## config.mk

```make
export PLATFORM = sky130hd
export DESIGN_NAME = gbank_tracker
export DESIGN_NICKNAME = d
export VERILOG_FILES = /design/src/logic/gbank_unit.v /design/src/logic/gbank_tracker.v
export VERILOG_INCLUDE_DIRS = /design/src /design/src/logic
export SDC_FILE = /design/constraint.sdc
export NUM_CORES = 1
export LEC_CHECK = 0
export BUFFER_PORTS_ARGS = -buffer_cell sky130_fd_sc_hd__buf_2
export CORE_MARGIN = 2
export CORE_UTILIZATION = 66
export CTS_BUF_LIST = sky130_fd_sc_hd__clkbuf_2 sky130_fd_sc_hd__clkbuf_4 sky130_fd_sc_hd__clkbuf_8
export DETAILED_ROUTE_END_ITERATION = 7
export PLACE_DENSITY_LB_ADDON = 0.1
export REMOVE_ABC_BUFFERS = 1
export SLEW_MARGIN = 20
export SYNTH_ARGS = -nofsm -noshare
export SYNTH_HDL_FRONTEND = slang
export SYNTH_SLANG_ARGS = --single-unit
```

## constraint.sdc

```tcl
create_clock -name core_clk_in -period 7.5 [get_ports core_clk_in]
set_clock_uncertainty 0.15 [all_clocks]
set_input_delay 1.125 -clock core_clk_in [delete_from_list [all_inputs] [get_ports core_clk_in]]
set_output_delay 1.125 -clock core_clk_in [all_outputs]
set_load 0.05 [all_outputs]
```

## src/logic/gbank_defines.vh

```
// Purpose: Shared constants for the DRAM bank-state and power-down tracker
// Assumes: 200 MHz core clock, commands sampled once per rising edge
// Notes: Times are in ns; cycle counts derive from them by rounding up
`ifndef GBANK_DEFINES_VH
`define GBANK_DEFINES_VH
`define GBANK_CLK_PERIOD_NS 5
`define GBANK_PRECHARGE_PERIOD_NS 15
`define GBANK_ACT_TO_ACCESS_NS 15
`define GBANK_REFRESH_CYCLE_NS 60
`define GBANK_MODE_LOAD_NS 10
`define GBANK_SELF_REFRESH_EXIT_NS 1000
`define GBANK_PD_EXIT_CYCLES 4
`define GBANK_BURST_CYCLES 2
`define GBANK_WRITE_RECOVERY_CYCLES 3
`define GBANK_CMD_DESELECT 4'h0
`define GBANK_CMD_NOP 4'h1
`define GBANK_CMD_ACTIVATE 4'h2
`define GBANK_CMD_REFRESH 4'h3
`define GBANK_CMD_LOAD_MODE 4'h4
`define GBANK_CMD_READ 4'h5
`define GBANK_CMD_WRITE 4'h6
`define GBANK_CMD_PRECHARGE 4'h7
`define GBANK_CMD_ILLEGAL 4'hF
`define GBANK_ST_IDLE 3'h0
`define GBANK_ST_ACTIVATING 3'h1
`define GBANK_ST_ACTIVE 3'h2
`define GBANK_ST_READING 3'h3
`define GBANK_ST_WRITING 3'h4
`define GBANK_ST_PRECHARGING 3'h5
`define GBANK_ST_READ_AUTO 3'h6
`define GBANK_ST_WRITE_AUTO 3'h7
`endif

```

## src/logic/gbank_unit.v

```verilog
// Purpose: One bank's state register and minimum-duration timer
// Assumes: Commands arrive already decoded and addressed to this bank
// Notes: Illegal commands for the current state are ignored
`timescale 1ns/1ps
`include "gbank_defines.vh"
module gbank_unit #(
  parameter TW = 8,
  parameter [TW-1:0] PRE_CYCLES = 8'h03,
  parameter [TW-1:0] ACT_CYCLES = 8'h03,
  parameter [TW-1:0] BURST_CYCLES = 8'h02,
  parameter [TW-1:0] WR_CYCLES = 8'h03
)
(
  // Clock and reset
  input wire core_clk_in,
  input wire rst_in,
  // Decoded commands for this bank
  input wire act_in,
  input wire read_in,
  input wire write_in,
  input wire pre_in,
  input wire auto_pre_in,
  // State
  output reg [2:0] state_out,
  output wire idle_out,
  output wire open_out
);
  reg [TW-1:0] timer;
  reg [2:0] next_state;
  reg [TW-1:0] next_timer;
  wire timer_done;

  assign timer_done = (timer <= {{(TW-1){1'b0}}, 1'b1});
  assign idle_out = (state_out == `GBANK_ST_IDLE);
  assign open_out = !idle_out && (state_out != `GBANK_ST_PRECHARGING);

  // Next-state logic per bank
  always @*
  begin
    next_state = state_out;
    next_timer = (timer == {TW{1'b0}}) ? timer : timer - {{(TW-1){1'b0}}, 1'b1};
    case (state_out)
      `GBANK_ST_IDLE:
      begin
        if (act_in)
        begin
          next_state = `GBANK_ST_ACTIVATING;
          next_timer = ACT_CYCLES;
        end
      end
      `GBANK_ST_ACTIVATING:
        if (timer_done)
          next_state = `GBANK_ST_ACTIVE;
      `GBANK_ST_ACTIVE, `GBANK_ST_READING, `GBANK_ST_WRITING:
      begin
        if (pre_in)
        begin
          next_state = `GBANK_ST_PRECHARGING;
          next_timer = PRE_CYCLES;
        end
        else if (read_in)
        begin
          next_state = auto_pre_in ? `GBANK_ST_READ_AUTO : `GBANK_ST_READING;
          next_timer = auto_pre_in ? BURST_CYCLES + PRE_CYCLES : BURST_CYCLES;
        end
        else if (write_in)
        begin
          next_state = auto_pre_in ? `GBANK_ST_WRITE_AUTO : `GBANK_ST_WRITING;
          next_timer = auto_pre_in ? BURST_CYCLES + WR_CYCLES + PRE_CYCLES : BURST_CYCLES;
        end
        else if ((state_out != `GBANK_ST_ACTIVE) && timer_done)
          next_state = `GBANK_ST_ACTIVE;
      end
      `GBANK_ST_PRECHARGING, `GBANK_ST_READ_AUTO, `GBANK_ST_WRITE_AUTO:
        if (timer_done)
          next_state = `GBANK_ST_IDLE;
      default:
        next_state = `GBANK_ST_IDLE;
    endcase
  end

  // State and timer registers
  always @(posedge core_clk_in)
  begin
    if (rst_in)
    begin
      state_out <= `GBANK_ST_IDLE;
      timer <= {TW{1'b0}};
    end
    else
    begin
      state_out <= next_state;
      timer <= next_timer;
    end
  end
endmodule

```

## src/logic/gbank_tracker.v

```verilog
// Purpose: Command decode, per-bank state tracking and power-down control
// Assumes: Command pins are synchronous to core_clk_in; only clock enable is treated as a pin input here
// Notes: Global refresh, mode-load and self-refresh exit windows hold off new commands
`timescale 1ns/1ps
`include "gbank_defines.vh"
module gbank_tracker #(
  parameter BANKS = 8,
  parameter BA_W = 3,
  parameter SELF_REFRESH_EXIT_NS = `GBANK_SELF_REFRESH_EXIT_NS
)
(
  // Clock and reset
  input wire core_clk_in,
  input wire rst_in,
  // Command pins, active low strobes
  input wire chip_select_n_in,
  input wire row_strobe_n_in,
  input wire col_strobe_n_in,
  input wire write_strobe_n_in,
  input wire clock_enable_in,
  input wire precharge_scope_bit_in,
  input wire [BA_W-1:0] bank_select_in,
  // Decoded command, one cycle pulses
  output reg [3:0] command_out,
  output reg command_valid_out,
  // Bank states, three bits each
  output wire [3*BANKS-1:0] bank_state_out,
  output wire all_idle_out,
  // Power states
  output reg precharge_power_down_out,
  output reg active_power_down_out,
  output reg self_refresh_out,
  output reg buffers_enabled_out,
  output reg global_busy_out
);
  // Cycle counts rounded up from ns figures
  localparam PRE_CYC = (`GBANK_PRECHARGE_PERIOD_NS + `GBANK_CLK_PERIOD_NS - 1) / `GBANK_CLK_PERIOD_NS;
  localparam ACT_CYC = (`GBANK_ACT_TO_ACCESS_NS + `GBANK_CLK_PERIOD_NS - 1) / `GBANK_CLK_PERIOD_NS;
  localparam RFC_CYC = (`GBANK_REFRESH_CYCLE_NS + `GBANK_CLK_PERIOD_NS - 1) / `GBANK_CLK_PERIOD_NS;
  localparam MRD_CYC = (`GBANK_MODE_LOAD_NS + `GBANK_CLK_PERIOD_NS - 1) / `GBANK_CLK_PERIOD_NS;
  localparam XSR_CYC = (SELF_REFRESH_EXIT_NS + `GBANK_CLK_PERIOD_NS - 1) / `GBANK_CLK_PERIOD_NS;
  localparam [11:0] PRE_W = PRE_CYC;
  localparam [11:0] RFC_W = RFC_CYC;
  localparam [11:0] MRD_W = MRD_CYC;
  localparam [11:0] XSR_W = XSR_CYC;
  localparam [11:0] PDX_W = `GBANK_PD_EXIT_CYCLES;

  // Power states, one-hot
  localparam [3:0] PS_ON = 4'h1;
  localparam [3:0] PS_PD = 4'h2;
  localparam [3:0] PS_SR = 4'h4;
  localparam [3:0] PS_EXIT = 4'h8;

  // Command decode from the four strobes
  function [3:0] gbank_decode;
    input cs_n;
    input ras_n;
    input cas_n;
    input we_n;
    begin
      case ({cs_n, ras_n, cas_n, we_n})
        4'h7: gbank_decode = `GBANK_CMD_NOP;
        4'h3: gbank_decode = `GBANK_CMD_ACTIVATE;
        4'h1: gbank_decode = `GBANK_CMD_REFRESH;
        4'h0: gbank_decode = `GBANK_CMD_LOAD_MODE;
        4'h5: gbank_decode = `GBANK_CMD_READ;
        4'h4: gbank_decode = `GBANK_CMD_WRITE;
        4'h2: gbank_decode = `GBANK_CMD_PRECHARGE;
        4'h6: gbank_decode = `GBANK_CMD_ILLEGAL;
        default: gbank_decode = `GBANK_CMD_DESELECT;
      endcase
    end
  endfunction

  // Clock enable synchroniser: three stages, change counted when last two agree
  reg cke_s1;
  reg cke_s2;
  reg cke_s3;
  reg cke_cur;
  reg cke_prev;
  always @(posedge core_clk_in)
  begin
    if (rst_in)
    begin
      cke_s1 <= 1'b1;
      cke_s2 <= 1'b1;
      cke_s3 <= 1'b1;
      cke_cur <= 1'b1;
      cke_prev <= 1'b1;
    end
    else
    begin
      cke_s1 <= clock_enable_in;
      cke_s2 <= cke_s1;
      cke_s3 <= cke_s2;
      if (cke_s2 == cke_s3)
        cke_cur <= cke_s3;
      cke_prev <= cke_cur;
    end
  end

  // Command decode
  wire [3:0] cmd;
  wire is_nop;
  reg [3:0] pstate;
  reg [11:0] gtimer;
  wire exec_ok;
  assign cmd = gbank_decode(chip_select_n_in, row_strobe_n_in, col_strobe_n_in, write_strobe_n_in);
  assign is_nop = (cmd == `GBANK_CMD_NOP) || (cmd == `GBANK_CMD_DESELECT);
  // Commands only act in normal state with both samples high and no global hold-off, except refresh with clock enable falling, which enters self refresh
  assign exec_ok = (pstate == PS_ON) && cke_prev && cke_cur && (gtimer == 12'h000);

  // Per-bank command strobes
  wire [BANKS-1:0] bank_idle;
  wire [BANKS-1:0] bank_open;
  wire all_idle;
  wire pre_all;
  assign all_idle = &bank_idle;
  assign all_idle_out = all_idle;
  assign pre_all = exec_ok && (cmd == `GBANK_CMD_PRECHARGE) && precharge_scope_bit_in;

  genvar g;
  generate
    for (g = 0; g < BANKS; g = g + 1)
    begin : g_bank
      localparam [BA_W-1:0] BANK_ID = g;
      wire hit;
      assign hit = (bank_select_in == BANK_ID);
      gbank_unit #(
        .TW(8),
        .PRE_CYCLES(PRE_CYC[7:0]),
        .ACT_CYCLES(ACT_CYC[7:0]),
        .BURST_CYCLES(8'h02),
        .WR_CYCLES(8'h03)
      ) u_bank (
        .core_clk_in(core_clk_in),
        .rst_in(rst_in),
        .act_in(exec_ok && hit && (cmd == `GBANK_CMD_ACTIVATE)),
        .read_in(exec_ok && hit && (cmd == `GBANK_CMD_READ)),
        .write_in(exec_ok && hit && (cmd == `GBANK_CMD_WRITE)),
        .pre_in(pre_all || (exec_ok && hit && (cmd == `GBANK_CMD_PRECHARGE) && !precharge_scope_bit_in)),
        .auto_pre_in(precharge_scope_bit_in),
        .state_out(bank_state_out[3*g+2:3*g]),
        .idle_out(bank_idle[g]),
        .open_out(bank_open[g])
      );
    end
  endgenerate

  // Legality of the command for the addressed bank; refused commands do not report as executed
  wire [2:0] sel_state;
  reg cmd_legal;
  assign sel_state = bank_state_out[3*bank_select_in +: 3];
  always @*
  begin
    case (cmd)
      `GBANK_CMD_ACTIVATE:
        cmd_legal = (sel_state == `GBANK_ST_IDLE);
      `GBANK_CMD_READ, `GBANK_CMD_WRITE:
        cmd_legal = (sel_state == `GBANK_ST_ACTIVE) || (sel_state == `GBANK_ST_READING) ||
          (sel_state == `GBANK_ST_WRITING);
      `GBANK_CMD_REFRESH, `GBANK_CMD_LOAD_MODE:
        cmd_legal = all_idle;
      `GBANK_CMD_PRECHARGE:
        cmd_legal = 1'b1;
      default:
        cmd_legal = 1'b0;
    endcase
  end

  // Power state machine and global hold-off timer
  reg [3:0] next_pstate;
  reg [11:0] next_gtimer;
  always @*
  begin
    next_pstate = pstate;
    next_gtimer = (gtimer == 12'h000) ? gtimer : gtimer - 12'h001;
    case (pstate)
      PS_ON:
      begin
        if (cke_prev && !cke_cur && cmd == `GBANK_CMD_REFRESH && all_idle)
          next_pstate = PS_SR;
        else if (cke_prev && !cke_cur && is_nop)
          next_pstate = PS_PD;
        else if (exec_ok && cmd == `GBANK_CMD_REFRESH && all_idle)
          next_gtimer = RFC_W;
        else if (exec_ok && cmd == `GBANK_CMD_LOAD_MODE && all_idle)
          next_gtimer = MRD_W;
        else if (pre_all)
          next_gtimer = PRE_W;
      end
      PS_PD:
        if (!cke_prev && cke_cur && is_nop)
        begin
          next_pstate = PS_EXIT;
          next_gtimer = PDX_W - 12'h001;
        end
      PS_SR:
        if (!cke_prev && cke_cur && is_nop)
        begin
          next_pstate = PS_EXIT;
          next_gtimer = XSR_W - 12'h001;
        end
      PS_EXIT:
        if (gtimer == 12'h000)
          next_pstate = PS_ON;
      default:
        next_pstate = PS_ON;
    endcase
  end

  // Registered power state and outputs
  always @(posedge core_clk_in)
  begin
    if (rst_in)
    begin
      pstate <= PS_ON;
      gtimer <= 12'h000;
      command_out <= `GBANK_CMD_DESELECT;
      command_valid_out <= 1'b0;
      precharge_power_down_out <= 1'b0;
      active_power_down_out <= 1'b0;
      self_refresh_out <= 1'b0;
      buffers_enabled_out <= 1'b1;
      global_busy_out <= 1'b0;
    end
    else
    begin
      pstate <= next_pstate;
      gtimer <= next_gtimer;
      command_out <= cmd;
      command_valid_out <= exec_ok && cmd_legal;
      precharge_power_down_out <= (next_pstate == PS_PD) && all_idle;
      active_power_down_out <= (next_pstate == PS_PD) && !all_idle;
      self_refresh_out <= (next_pstate == PS_SR);
      // Only clock and clock enable stay live while powered down
      buffers_enabled_out <= !((next_pstate == PS_PD) || (next_pstate == PS_SR));
      global_busy_out <= (next_gtimer != 12'h000) || (next_pstate != PS_ON);
    end
  end
endmodule

```

* Yosys cells after proc, flatten, opt, wreduce, memory -nomap -nowiden *
Memory sizes are Yosys's and may differ from the RTL's.
Cells that the tools add are included.
W data, S select, Z words.

operators by class
  add/sub/neg operators = 9
  multiply operators = 1
  order comparisons = 8
  eq/ne operators = 121
  shift operators = 1
  muxes and demuxes = 132
  reduce and logical (&&, ||, !) cells = 141

operator list
  cell                   number
  $mux W8                40
  $mux W3                58
  $pmux W8 S2            8
  $eq A3 B3 Y1 const B   37
  $mux W12               8
  $pmux W3 S4            8
  $logic_and A1 B1 Y1    74
  $le A8 B1 Y1 const B   8
  $logic_not A8 Y1       8
  $sub A8 B1 Y8 const B  8
  $eq A3 B2 Y1 const B   20
  $ne A2 B1 Y1 const B   24
  $reduce_or A3 Y1       16
  $ne A5 B1 Y1 const B   8
  $pmux W12 S3           1
  $reduce_and A4 Y1      8
  $logic_not A3 Y1       10
  $eq A3 B1 Y1 const B   9
  $eq A4 B3 Y1 const B   6
  $mux W4                6
  $ne A3 B2 Y1 const B   8
  $shiftx A24 B6 Y3      1
  $eq A4 B2 Y1 const B   4
  $logic_or A1 B1 Y1     13
  other kinds (15)       22

word-level totals
  flip-flop bits (word level) = 119
  bits in read-only memories = 32
  bits of input ports = 11
  output and inout bits = 35
  word-level logic and storage cells = 444
  memories kept = 1

memory list
  name             depth  width  read ports  clocked after memory_dff  write ports  RTL line            source
  (no name shown)  8      4      1           0                         0            gbank_tracker.v:61  case ({cs_n, ras_n, cas_n, we_n})

* Longest topological paths before layout *
Gate-level depths: netlist of run 1.

  depth in word-level cells = 14
  depth in mapped cells = 12
  mapped depth without buffers = 9

* By module *
From an unflattened synthesis of run 1, not the netlist that was laid out.

unflattened totals
  cells, all modules = 1075
  area, all modules = 8725.9 um^2

modules (own cells, without submodules)
  module                             times used  cells each  area an instance (um^2)  seq. area each (um^2)
  gbank_unit (g_bank[0].u_bank ...)  4           101         845.8                    220.2
  gbank_unit (g_bank[4].u_bank ...)  4           100         790.8                    220.2
  gbank_tracker                      1           271         2179.6                   620.6

* Worst setup path before layout of run 1 *
Ideal clock, no wire load.

  path type = input-to-reg
  from = input col_strobe_n_in
  to = register g_bank[0].u_bank.state_out[0]
  library setup time = 147 ps
  data arrival time = 3280 ps
  data required time = 7203 ps
  slack = 3922 ps
  stages on the path = 11
  buffers on the path = 2
  path through = inv_1 -> ha_1 -> or4b_1 -> clkbuf_1 -> a31oi_1 -> buf_2 -> nand4_1 -> and2_0 -> o211a_1 -> o211ai_1 -> o41ai_2

on the way
  word-level cells in the longest chain between the ends = 8
  elaborated cells on any way between the ends = 21
  classes of those cells = 6 x eq/ne; 5 x mux; 9 x reduce/logical; 1 x memory

ends and longest elaborated chain
  item                                                     RTL line                                                       source
  from (decl)                                              gbank_tracker.v:18                                             input wire col_strobe_n_in,
  $mem_v2 Z8 W4 (*)                                        n/a
  $mux W4 (*)                                              gbank_tracker.v:61
  $eq A4 B3 Y1                                             n/a
  $logic_and A1 B1 Y1, on equally long branches            gbank_tracker.v:140, gbank_tracker.v:120, gbank_tracker.v:141
  $mux W3, or another cell as far along                    gbank_unit.v:66                                                else if (write_in)
  $mux W3 / $logic_or A1 B1 Y1 (equally long branches)     gbank_unit.v:61, gbank_tracker.v:141
  $mux W3 / $ne A5 B1 Y1 (equally long branches)           n/a
  $pmux W3 S4 / $reduce_and A4 Y1 (equally long branches)  n/a
  to (signal assigned)                                     gbank_unit.v:87                                                state_out <= `GBANK_ST_IDLE;
  to (signal assigned)                                     gbank_unit.v:92                                                state_out <= next_state;
  to (decl)                                                gbank_unit.v:24                                                output reg [2:0] state_out,

Every way passes the cells marked *; elsewhere a longest branch is shown, timed or not.
A chain may end at the register's enable or synchronous reset.

* Worst setup path in the final report of run 1 *
  from = register gtimer[0]
  to = register g_bank[0].u_bank.state_out[0]

on the way
  word-level cells in the longest chain between the ends = 8
  elaborated cells on any way between the ends = 18
  classes of those cells = 2 x eq/ne; 4 x mux; 12 x reduce/logical

ends and longest elaborated chain
  item                                                     RTL line                                  source
  from (decl)                                              gbank_tracker.v:106                       reg [11:0] gtimer;
  from (signal assigned)                                   gbank_tracker.v:230                       gtimer <= next_gtimer;
  $logic_not A12 Y1 (*)                                    gbank_tracker.v:111                       assign exec_ok = (pstate == PS_ON) && cke_prev && cke_cur && (gtimer == 12'h000);
  $logic_and A1 B1 Y1 (*)                                  gbank_tracker.v:111
  $logic_and A1 B1 Y1                                      n/a
  $logic_and A1 B1 Y1, on equally long branches            gbank_tracker.v:140, gbank_tracker.v:141
  $mux W3 / $logic_and A1 B1 Y1 (equally long branches)    gbank_unit.v:66, gbank_tracker.v:141
  $mux W3 / $logic_or A1 B1 Y1 (equally long branches)     gbank_unit.v:61, gbank_tracker.v:141
  $mux W3 / $ne A5 B1 Y1 (equally long branches)           n/a
  $pmux W3 S4 / $reduce_and A4 Y1 (equally long branches)  n/a

Marked as above.

==> reports/qor.yml, run 1 <==
job:
  maxCapViolCount: 0
clock_tree:
  cts-root-buf: "clkbuf_8"
  worstSkewPairLatency_ps: 460
  cts_resized: 0
  cts_setup_buffers: 0
  numCtsBuffers: 17
  clkTransAtPathRegs_ps: 80
  clock-sinks: 119
  postCtsHoldBufs: 0
  cts_tree: "done"
  clockBufferDepth: 2
  cts_max_level: 4
power_and_ir_drop:
  p_total_mw: 3.36
  power.density_nw_per_um2: 371
  switching_share_pct: 43.5
  peakVddDrop_mv: 0.273
  p_clk_share_pct: 19.5
  pwr-share-seq_pct: 29.7
  combPwrFrac_pct: 50.8
  p_sw_mw: 1.46
  p_int_mw: 1.90
  p_leak_nw: 3.47
detailed_routing:
  routed-wl-met2_um: 10100
  met3WireLength_um: 2230
  drt-pass1-iter-count: 8
  drc: 4
  met1_length_um: 9870
  num_vias: 8689
  ant_nets: 0
  vias_per_cell: 6.62
  drt_iter0_markers: 1055
  drt-total-wl_um: 23300
  wire_per_inst_um: 17.7
  highest_layer: "met4"
cells_and_area:
  n_antenna_cell: 0
  finalInstanceArea_um2: 9070
  multi_input_area_um2: 5620
  finalNetCount: 1166
  area_growth_pct: 7.27
  fill_cells: 1067
  regArea_um2: 2380
  drive_gt1_share_pct: 10.6
place:
  gp_congestion: 1.00
  dpl_cell_area_um2: 8630
  portBuffers: 45
  post-dp-hpwl_um: 16000
  pre_cts_ws_ps: 2960
sta:
  rsz0062_at_grt: "no"
  fin_crit_ps: 4260
  relSlewSlack_pct: 29.0
  final_max_slew_viol_count: 0
  hold_viol_final: 0
  setup_violations: 0
  fmax_mhz: 235
  period_share_pct: 56.9
  max_slew.worst_pin.slew_ps: 1060
  postLayoutSetupSlackWorst_ps: 3240
  tns_ps: 0
worst_setup_path:
  crit_family: "simple AND/OR/NAND/NOR gates"
  critical_path_buf_inv_count: 1
  end_kind: "flip-flop"
  worstSetupStartpointType: "flip-flop"
  worstPathCellList: "inv_1, ha_1, nor3b_2, and3_1, nand2_1, nor3_1, a21oi_1, maj3_1, o41ai_2"
  cp_slowest_cell: "and3_1"
  worstPathRequired_ps: 7720
  slowest_delay_ps: 860
  crit_arrival_ps: 4490
  critical_path_class: "reg -> reg"
  critPathMaxFanout: 21
run_status:
  violations: "design-rule violations"
  status: "finished, violations left"
global_route:
  antenna_found_initial: 0
  grt_usage_pct: 34.2
  grt_pass1_vias: 7673
  grt_pass1_wl_um: 37300
  grt_overflow: 0
  grt_max_degree: 76
floorplan:
  die_area_um2: 13700
  core_area_um2: 12600
  rows: 41
  die_x_um: 117
  floorplan.io_pins: 46
  die_h_um: 117
  initial_core_util_pct: 67.3
logic_synthesis:
  synth-edff-count: 0
  yosysUniqueCellTypes: 85
  avgSynthCellArea_um2: 7.47
  yosysWarnings: 0
  synthAdderAreaFrac_pct: 4.78
  yosysSeqAreaShare_pct: 28.2
  synth_async_sr_flop_share_pct: 0
  synth_cells: 1132
  syn_area_um2: 8450
  synth_compound_area_share_pct: 22.1
  synth-xor-area-share_pct: 5.90
  synth_top_family_by_area: "simple AND/OR/NAND/NOR gates"
  ys_ff_latch: 119
  synth-simple-area-share_pct: 29.9
  synthMuxAreaShare_pct: 3.76
  synth-main-ff-cell: "dfxtp_1"
min_path:
  hold_path_class: "reg -> reg"
-- metrics by stage --
step           std cells  util [%]  hold WS, ps
2_1_floorplan       1059         -          239
3_3_place_gp        1280      68.7          245
3_5_place_dp        1280      68.7          248
4_1_cts             1312      72.2          265
5_1_grt             1312      72.2          290
6_report            1312      72.2          264
-- layout by cell type (no fill, tap or decap), drive strengths merged, types with 9 or more instances in the layout --
cell type	count
ha	28
and2	14
o211ai	18
a21oi	72
nand3	36
inv	41
o21ai	68
nor3	50
mux2i	16
and3	11
nor2b	10
xnor2	40
nand4	15
buf	49
nor4	24
or3	11
clkbuf	20
o22ai	9
xor2	17
dfxtp	119
a22oi	10
nor4b	12
nand2	94
a31oi	18
nor2	170
-- routing by layer --
metal | vias to the layer above | global-route usage, %
li1 | 4113 | -
met1 | 3981 | 44.1
met2 | 486 | 52.3
met3 | 109 | 9.63
met4 | 0 | 17.7
met5 | - | 0
-- synth_stat cells, types with 7 or more instances --
library cell | n | share of area, %
o21ai_0 | 61 | 3.6
o31ai_1 | 8 | 0.71
a31oi_1 | 18 | 1.3
nor4b_1 | 9 | 0.93
nor4_1 | 22 | 1.6
a221oi_1 | 8 | 0.83
nand3_1 | 35 | 2.1
buf_2 | 14 | 0.83
nand4_1 | 15 | 1.1
and3_1 | 11 | 0.81
a22oi_1 | 10 | 0.89
clkbuf_1 | 58 | 2.6
xor2_1 | 17 | 1.8
dfxtp_1 | 119 | 28
nand2_1 | 94 | 4.2
inv_1 | 41 | 1.8
nand2b_1 | 8 | 0.59
nor2_1 | 170 | 7.5
nor3_1 | 47 | 2.8
o21ai_1 | 7 | 0.41
o211ai_1 | 18 | 1.6
mux2i_1 | 16 | 1.9
xnor2_1 | 40 | 4.1
a21oi_1 | 72 | 4.3
or2_2 | 7 | 0.52
or4_1 | 7 | 0.62
a211oi_1 | 7 | 0.62
ha_1 | 28 | 4.1
and2_1 | 13 | 0.96
or3_1 | 11 | 0.81
o22ai_1 | 8 | 0.59
nor2b_1 | 10 | 0.74
-- path summary, 6_finish.rpt --
| path | from | to | slack [ps] | cells past startpoint |
|---|---|---|---|---|
| worst max-delay path | gtimer[0]$_SDFF_PP0_ | g_bank[0].u_bank.state_out[0]$_SDFFE_PP0P_ | 3240 | 9 |
| worst min-delay path | cke_s1$_SDFF_PP1_ | cke_s2$_SDFF_PP1_ | 260 | 1 |
| worst max register to register | gtimer[0]$_SDFF_PP0_ | g_bank[0].u_bank.state_out[0]$_SDFFE_PP0P_ | 3240 | 9 |
| worst min register to register | cke_s1$_SDFF_PP1_ | cke_s2$_SDFF_PP1_ | 260 | 1 |
-- area by class of cell --
class / instances / share of cell area [%]
Clock buffer: 20 / 2.90
Clock inverter: 12 / 1.95
Inverter: 43 / 1.78
Multi-Input combinational cell: 897 / 61.9
Sequential cell: 119 / 26.3
Tap cell: 172 / 2.37
Timing Repair Buffer: 49 / 2.81
-- state kept, by name (all words and copies together), names as in the netlist --
name	count
cke_s2	1
buffers_enabled_out	1
self_refresh_out	1
g_bank.u_bank.timer	64
cke_s1	1
active_power_down_out	1
precharge_power_down_out	1
command_out	4
g_bank.u_bank.state_out	24
gtimer	12
cke_s3	1
cke_prev	1
pstate	4
global_busy_out	1
cke_cur	1
command_valid_out	1
-- power by group through the flow --
stage / logic (mW) / registers [mW] / clock network [mW]
5_1_grt: 1.91 / 1.02 / 0.685
2_1_floorplan: 1.33 / 0.990 / 0
3_3_place_gp: 1.64 / 1.00 / 0
4_1_cts: 1.69 / 0.995 / 0.657
6_report: 1.71 / 0.998 / 0.655
3_5_place_dp: 1.66 / 1.01 / 0
-- logic make-up after synthesis --
kind of cell    count (synthesis)
compound gates                285
xor+xnor                       57
flops                         119
simple gates                  498
fa+ha+maj                      33
buf+inv                       116
mux                            24
Note: power is estimated with default switching activity, not from simulation.
==> run 2, diff against run 1 <==
Settings changed: CORE_UTILIZATION 66 to 64.
Clock period 7.5 ns to 4.5 ns, I/O delays scaled along.
==> reports/qor.yml, run 2 (synthesized netlist as in run 1, its figures left out) <==
clock_tree:
  cts_tree: "done"
  cts_max_level: 4
  worstSkewPairLatency_ps: 470
  numCtsBuffers: 17
  clock-sinks: 119
  clockBufferDepth: 2
  cts-root-buf: "clkbuf_8"
  clkTransAtPathRegs_ps: 70
  postCtsHoldBufs: 0
  cts_setup_buffers: 0
  cts_resized: 0
global_route:
  grt_overflow: 0
  grt_pass1_wl_um: 38400
  grt_pass1_vias: 7813
  grt_max_degree: 39
  antenna_found_initial: 0
  grt_usage_pct: 33.2
cells_and_area:
  final_cells: 1324
  top_register: "g_bank.u_bank.timer"
  mostFrequentLayoutCells: "170 x nor2_1, 119 x dfxtp_1, 94 x nand2_1"
  finalInstanceArea_um2: 9110
  layout_commonest_cell: "nor2_1"
  n_antenna_cell: 0
  largest_reg_flops: 64
  drive_gt1_share_pct: 11.5
  finalNetCount: 1178
  top_regs: "g_bank.u_bank.timer x64, g_bank.u_bank.state_out x24, gtimer x12"
  area_growth_pct: 7.77
sta:
  period_share_pct: 80.6
  max_slew.worst_pin.slew_ps: 831
  hold_viol_final: 0
  fmax_mhz: 276
  tns_ps: 0
  final_max_slew_viol_count: 0
  holdWs_ps: 255
  postLayoutSetupSlackWorst_ps: 872
  relSlewSlack_pct: 44.3
  setup_violations: 0
  rsz0062_at_grt: "no"
  fin_crit_ps: 3630
place:
  gp_congestion: 0.974
  dp_cells: 1292
  pre_cts_ws_ps: 872
  portBuffers: 45
  dpl_cell_area_um2: 8720
  post-dp-hpwl_um: 17000
power_and_ir_drop:
  p_sw_mw: 2.44
  combPwrFrac_pct: 52.2
  power.density_nw_per_um2: 607
  pwr-share-seq_pct: 30.0
  peakVddDrop_mv: 0.443
  p_clk_share_pct: 17.7
  switching_share_pct: 44.2
  p_int_mw: 3.08
  p_leak_nw: 3.50
worst_setup_path:
  critical_path_class: "reg -> reg"
  worstPathCellList: "inv_1, ha_1, nor3b_2, and3_1, nand2_1, buf_4, o221ai_1, nand3_1, nor4bb_1, o21a_1"
  critical_path_buf_inv_count: 2
  crit_family: "simple AND/OR/NAND/NOR gates"
  r2r-start: "gtimer[0]$_SDFF_PP0_"
  crit_arrival_ps: 3890
  cp_slowest_cell: "and3_1"
  r2r_setup_slack_ps: 870
  worstPathRequired_ps: 4760
  end_kind: "flip-flop"
  reg2reg_depth: 10
  critPathMaxFanout: 11
  slowest_delay_ps: 540
  worstSetupStartpointType: "flip-flop"
  rr_endpoint: "g_bank[3].u_bank.state_out[0]$_SDFFE_PP0P_"
detailed_routing:
  drt_iter0_markers: 825
  drc: 0
  drt-pass1-iter-count: 6
  ant_nets: 0
  drt-total-wl_um: 23600
  wire_per_inst_um: 17.8
  num_vias: 8643
  vias_per_cell: 6.53
floorplan:
  initial_core_util_pct: 66.2
  die_h_um: 119
  die_area_um2: 14100
  rows: 41
  floorplan.io_pins: 46
  die_x_um: 119
  core_area_um2: 12800
job:
  maxCapViolCount: 0
min_path:
  hold_path_class: "in -> reg"
  min_path_cells: 2
  hold_start: "clock_enable_in"
  worstHoldEndpoint: "cke_s1$_SDFF_PP1_"
run_status:
  status: "complete, no violations"
==> run 2: changes by cell type in the layout (fill, tap and decap cells not counted) <==
cell and change:
bufinv_16 -2, buf_4 +12, clkinvlp_4 +1, clkbuf_8 +1, clkbuf_4 -2, clkinv_4 -1
clkinv_2 +3
==> run 2: worst reg2reg max path, stage by stage (launching register included) <==
cell and delay, ps:
dfxtp_1 340, inv_1 100, ha_1 310, nor3b_2 490
and3_1 540, nand2_1 410, buf_4 310, o221ai_1 230
nand3_1 160, nor4bb_1 370, o21a_1 150
==> run 2: power by group through the flow <==
stage          Clock, mW  Sequential, mW  Combinational [mW]
3_5_place_dp           0            1.68                2.83
6_report           0.980            1.66                2.89
2_1_floorplan          0            1.65                2.21
4_1_cts            0.994            1.66                2.86
5_1_grt             1.03            1.70                3.22
3_3_place_gp           0            1.67                2.78
==> run 2: cell type report <==
cell class | instances | area [um2]
multi-input cells | 897 | 5620
fillers | 1099 | 3660
flip-flops and latches | 119 | 2380
repair buffers | 61 | 345
clock buffers | 19 | 262
well taps | 172 | 215
inverters | 43 | 161
clock inverters | 13 | 130
==> run 2: metal layers <==
metal	GRT usage [%]	share of wire, %
met4	14.1	3.6
met2	51.7	44
met3	9.10	9.0
met5	0.735	0
met1	43.3	43
==> run 2: per-stage QoR <==
step | power [mW] | util [%]
detailed placement | 4.51 | 68.3
global placement | 4.45 | 68.3
finish | 5.53 | 71.3
CTS | 5.51 | 71.3
floorplan | 3.86 | -
global route | 5.96 | 71.3
==> run 2: worst max-delay path by stage <==
stage | slack, ps | from | cells after the start | endpoint
after global routing | 640 | gtimer[0]$_SDFF_PP0_ | 10 | g_bank[3].u_bank.state_out[0]$_SDFFE_PP0P_
after CTS | 980 | gtimer[0]$_SDFF_PP0_ | 10 | g_bank[3].u_bank.state_out[0]$_SDFFE_PP0P_
final | 870 | gtimer[0]$_SDFF_PP0_ | 10 | g_bank[3].u_bank.state_out[0]$_SDFFE_PP0P_
after floorplan | 1040 | col_strobe_n_in | 9 | g_bank[0].u_bank.state_out[0]$_SDFFE_PP0P_
after global placement | 880 | col_strobe_n_in | 11 | g_bank[7].u_bank.state_out[0]$_SDFFE_PP0P_
after detailed placement | 870 | col_strobe_n_in | 11 | g_bank[7].u_bank.state_out[0]$_SDFFE_PP0P_
==> run 3, diff against run 2 <==
Settings changed: ABC_AREA set to 1, CORE_UTILIZATION 64 to 58.
Clock period 4.5 ns to 2.91 ns, I/O delays scaled along.
==> reports/qor.yml, run 3 <==
run_status:
  status: "complete, no violations"
global_route:
  grt_pass1_vias: 7684
  grt_pass1_wl_um: 34100
  grt_overflow: 0
  grt_usage_pct: 27.8
  antenna_found_initial: 0
  grt_max_degree: 46
power_and_ir_drop:
  combPwrFrac_pct: 63.3
  switching_share_pct: 51.5
  peakVddDrop_mv: 0.683
  p_sw_mw: 5.85
  p_leak_nw: 4.46
  p_int_mw: 5.51
  p_clk_share_pct: 13.3
  power.density_nw_per_um2: 1250
  pwr-share-seq_pct: 23.4
sta:
  tns_ps: 0
  rsz0062_at_grt: "no"
  hold_viol_final: 0
  fmax_mhz: 369
  relSlewSlack_pct: 59.0
  final_max_slew_viol_count: 0
  postLayoutSetupSlackWorst_ps: 198
  max_slew.worst_pin.slew_ps: 609
  period_share_pct: 93.2
  setup_violations: 0
  fin_crit_ps: 2710
clock_tree:
  clockBufferDepth: 2
  clkTransAtPathRegs_ps: 80
  postCtsHoldBufs: 0
  numCtsBuffers: 17
  clock-sinks: 119
  cts_max_level: 4
  worstSkewPairLatency_ps: 460
  cts_tree: "done"
  cts-root-buf: "clkbuf_8"
cells_and_area:
  final_cells: 1569
  top_register: "g_bank.u_bank.timer"
  drive_gt1_share_pct: 12.2
  top_regs: "g_bank.u_bank.timer x64, g_bank.u_bank.state_out x24, gtimer x12"
  mostFrequentLayoutCells: "263 x nand2_1, 252 x nor2_1, 169 x inv_1"
  n_antenna_cell: 0
  layout_commonest_cell: "nand2_1"
  finalNetCount: 1415
  largest_reg_flops: 64
  area_growth_pct: 10.5
place:
  gp_congestion: 0.976
  portBuffers: 45
  dp_cells: 1537
  post-dp-hpwl_um: 15400
  pre_cts_ws_ps: 173
detailed_routing:
  vias_per_cell: 5.35
  drc: 0
  wire_per_inst_um: 13.1
  num_vias: 8388
  drt-total-wl_um: 20600
  drt_iter0_markers: 558
  ant_nets: 0
  drt-pass1-iter-count: 6
logic_synthesis:
  ys_top_cells_by_count: "263 x nand2_1, 255 x nor2_1, 169 x inv_1"
  synth_most_common_cell: "nand2_1"
  avgSynthCellArea_um2: 6.23
  ys_ff_latch: 119
  yosysWarnings: 0
  yosysUniqueCellTypes: 49
  synth_cells: 1319
  syn_area_um2: 8220
  synth_area_leader_cell: "dfxtp_1"
  synth-edff-count: 0
  synth-main-ff-cell: "dfxtp_1"
  yosysTopAreaCellShare_pct: 29.0
  yosysSeqAreaShare_pct: 29.0
  ys_top_cells_by_area: "dfxtp_1 29%, nand2_1 12%, nor2_1 12%"
  synth_async_sr_flop_share_pct: 0
job:
  maxCapViolCount: 0
floorplan:
  rows: 43
  die_h_um: 123
  die_x_um: 123
  initial_core_util_pct: 59.2
  floorplan.io_pins: 46
  core_area_um2: 13900
  die_area_um2: 15100
worst_setup_path:
  critical_path_class: "reg -> out"
  end_kind: "primary output"
  worstSetupStartpointType: "flip-flop"
  crit_arrival_ps: 2130
  worstPathRequired_ps: 2320
  critPathMaxFanout: 7
min_path:
  hold_path_class: "in -> reg"
-- run 3: cell types whose count changed in the layout (fill, tap and decap cells not counted), moves of 15 or more --
cell | previous run | this run
inv_1 | 41 | 169
a21oi_1 | 72 | 89
nand3_1 | 35 | 64
nor4_1 | 22 | 2
nor2_2 | 0 | 16
mux2i_1 | 16 | 0
xnor2_1 | 40 | 19
a31oi_1 | 18 | 3
nand2_1 | 94 | 263
nor2_1 | 170 | 252
inv_2 | 0 | 26
nor3_1 | 47 | 28
o21ai_1 | 7 | 28
-- run 3: layout make-up --
type	count	area [um2]
fillers	1307	4800
repair buffers	55	313
clock inverters	12	129
multi-input cells	985	5030
flip-flops and latches	119	2380
clock buffers	20	263
inverters	198	743
well taps	180	225
-- run 3: repair_timing --
action	CTS	global route
resized for setup	0	4
endpoints found under the hold margin	0	0
endpoints found under the setup margin	0	10
setup buffers	0	0
-- run 3: worst paths after layout --
| kind | slack [ps] | depth (start not counted) | endpoint | startpoint |
|---|---|---|---|---|
| min reg2reg | 280 | 1 | cke_s2$_SDFF_PP1_ | cke_s1$_SDFF_PP1_ |
| max | 200 | 6 | all_idle_out | g_bank[0].u_bank.state_out[2]$_SDFFE_PP0P_ |
| min | 20 | 2 | cke_s1$_SDFF_PP1_ | clock_enable_in |
| max reg2reg | 260 | 14 | g_bank[6].u_bank.timer[1]$_SDFF_PP0_ | gtimer[0]$_SDFF_PP0_ |
-- run 3: cells by family (layout without fill, tap and decap cells) --
group	count (synthesis)	after routing	synth area share [%]
simple gates	672	672	34.8
compound gates	235	235	16.6
buf+inv	215	285	10.0
flops	119	119	29.0
xor+xnor	50	50	5.33
fa+ha+maj	28	28	4.26
-- run 3: worst max-delay path: stages (launching register included) --
cell and delay [ps]:
dfxtp_1 360, nor2_1 170, nand2_1 210, nor2_1 210, nand2_1 90, nor2_2 290, buf_2 330
-- run 3: per-stage QoR --
step,hold slack (ps),utilization [%],total power [mW],cell area (um2)
floorplan,239,-,8.32,8140
global placement,242,62.5,9.68,8680
detailed placement,258,62.5,9.75,8680
CTS,1.02,65.4,11.3,9070
global route,4.74,65.4,12.5,9080
finish,19.9,65.4,11.4,9080
-- run 3: power by group through the flow --
stage	registers, mW	clock network (mW)	logic (mW)
floorplan	3.01	0	5.32
global placement	2.68	0	7.00
detailed placement	2.69	0	7.06
CTS	2.66	1.53	7.13
global route	2.73	1.60	8.18
finish	2.66	1.51	7.19
-- run 3: per-layer routing --
layer	global-route usage, %	up-vias	routed length [um]
met1	36.7	3777	9580
met4	10.0	0	342
li1	-	4337	-
met2	45.0	243	9410
met5	0	-	0
met3	5.95	31	1250
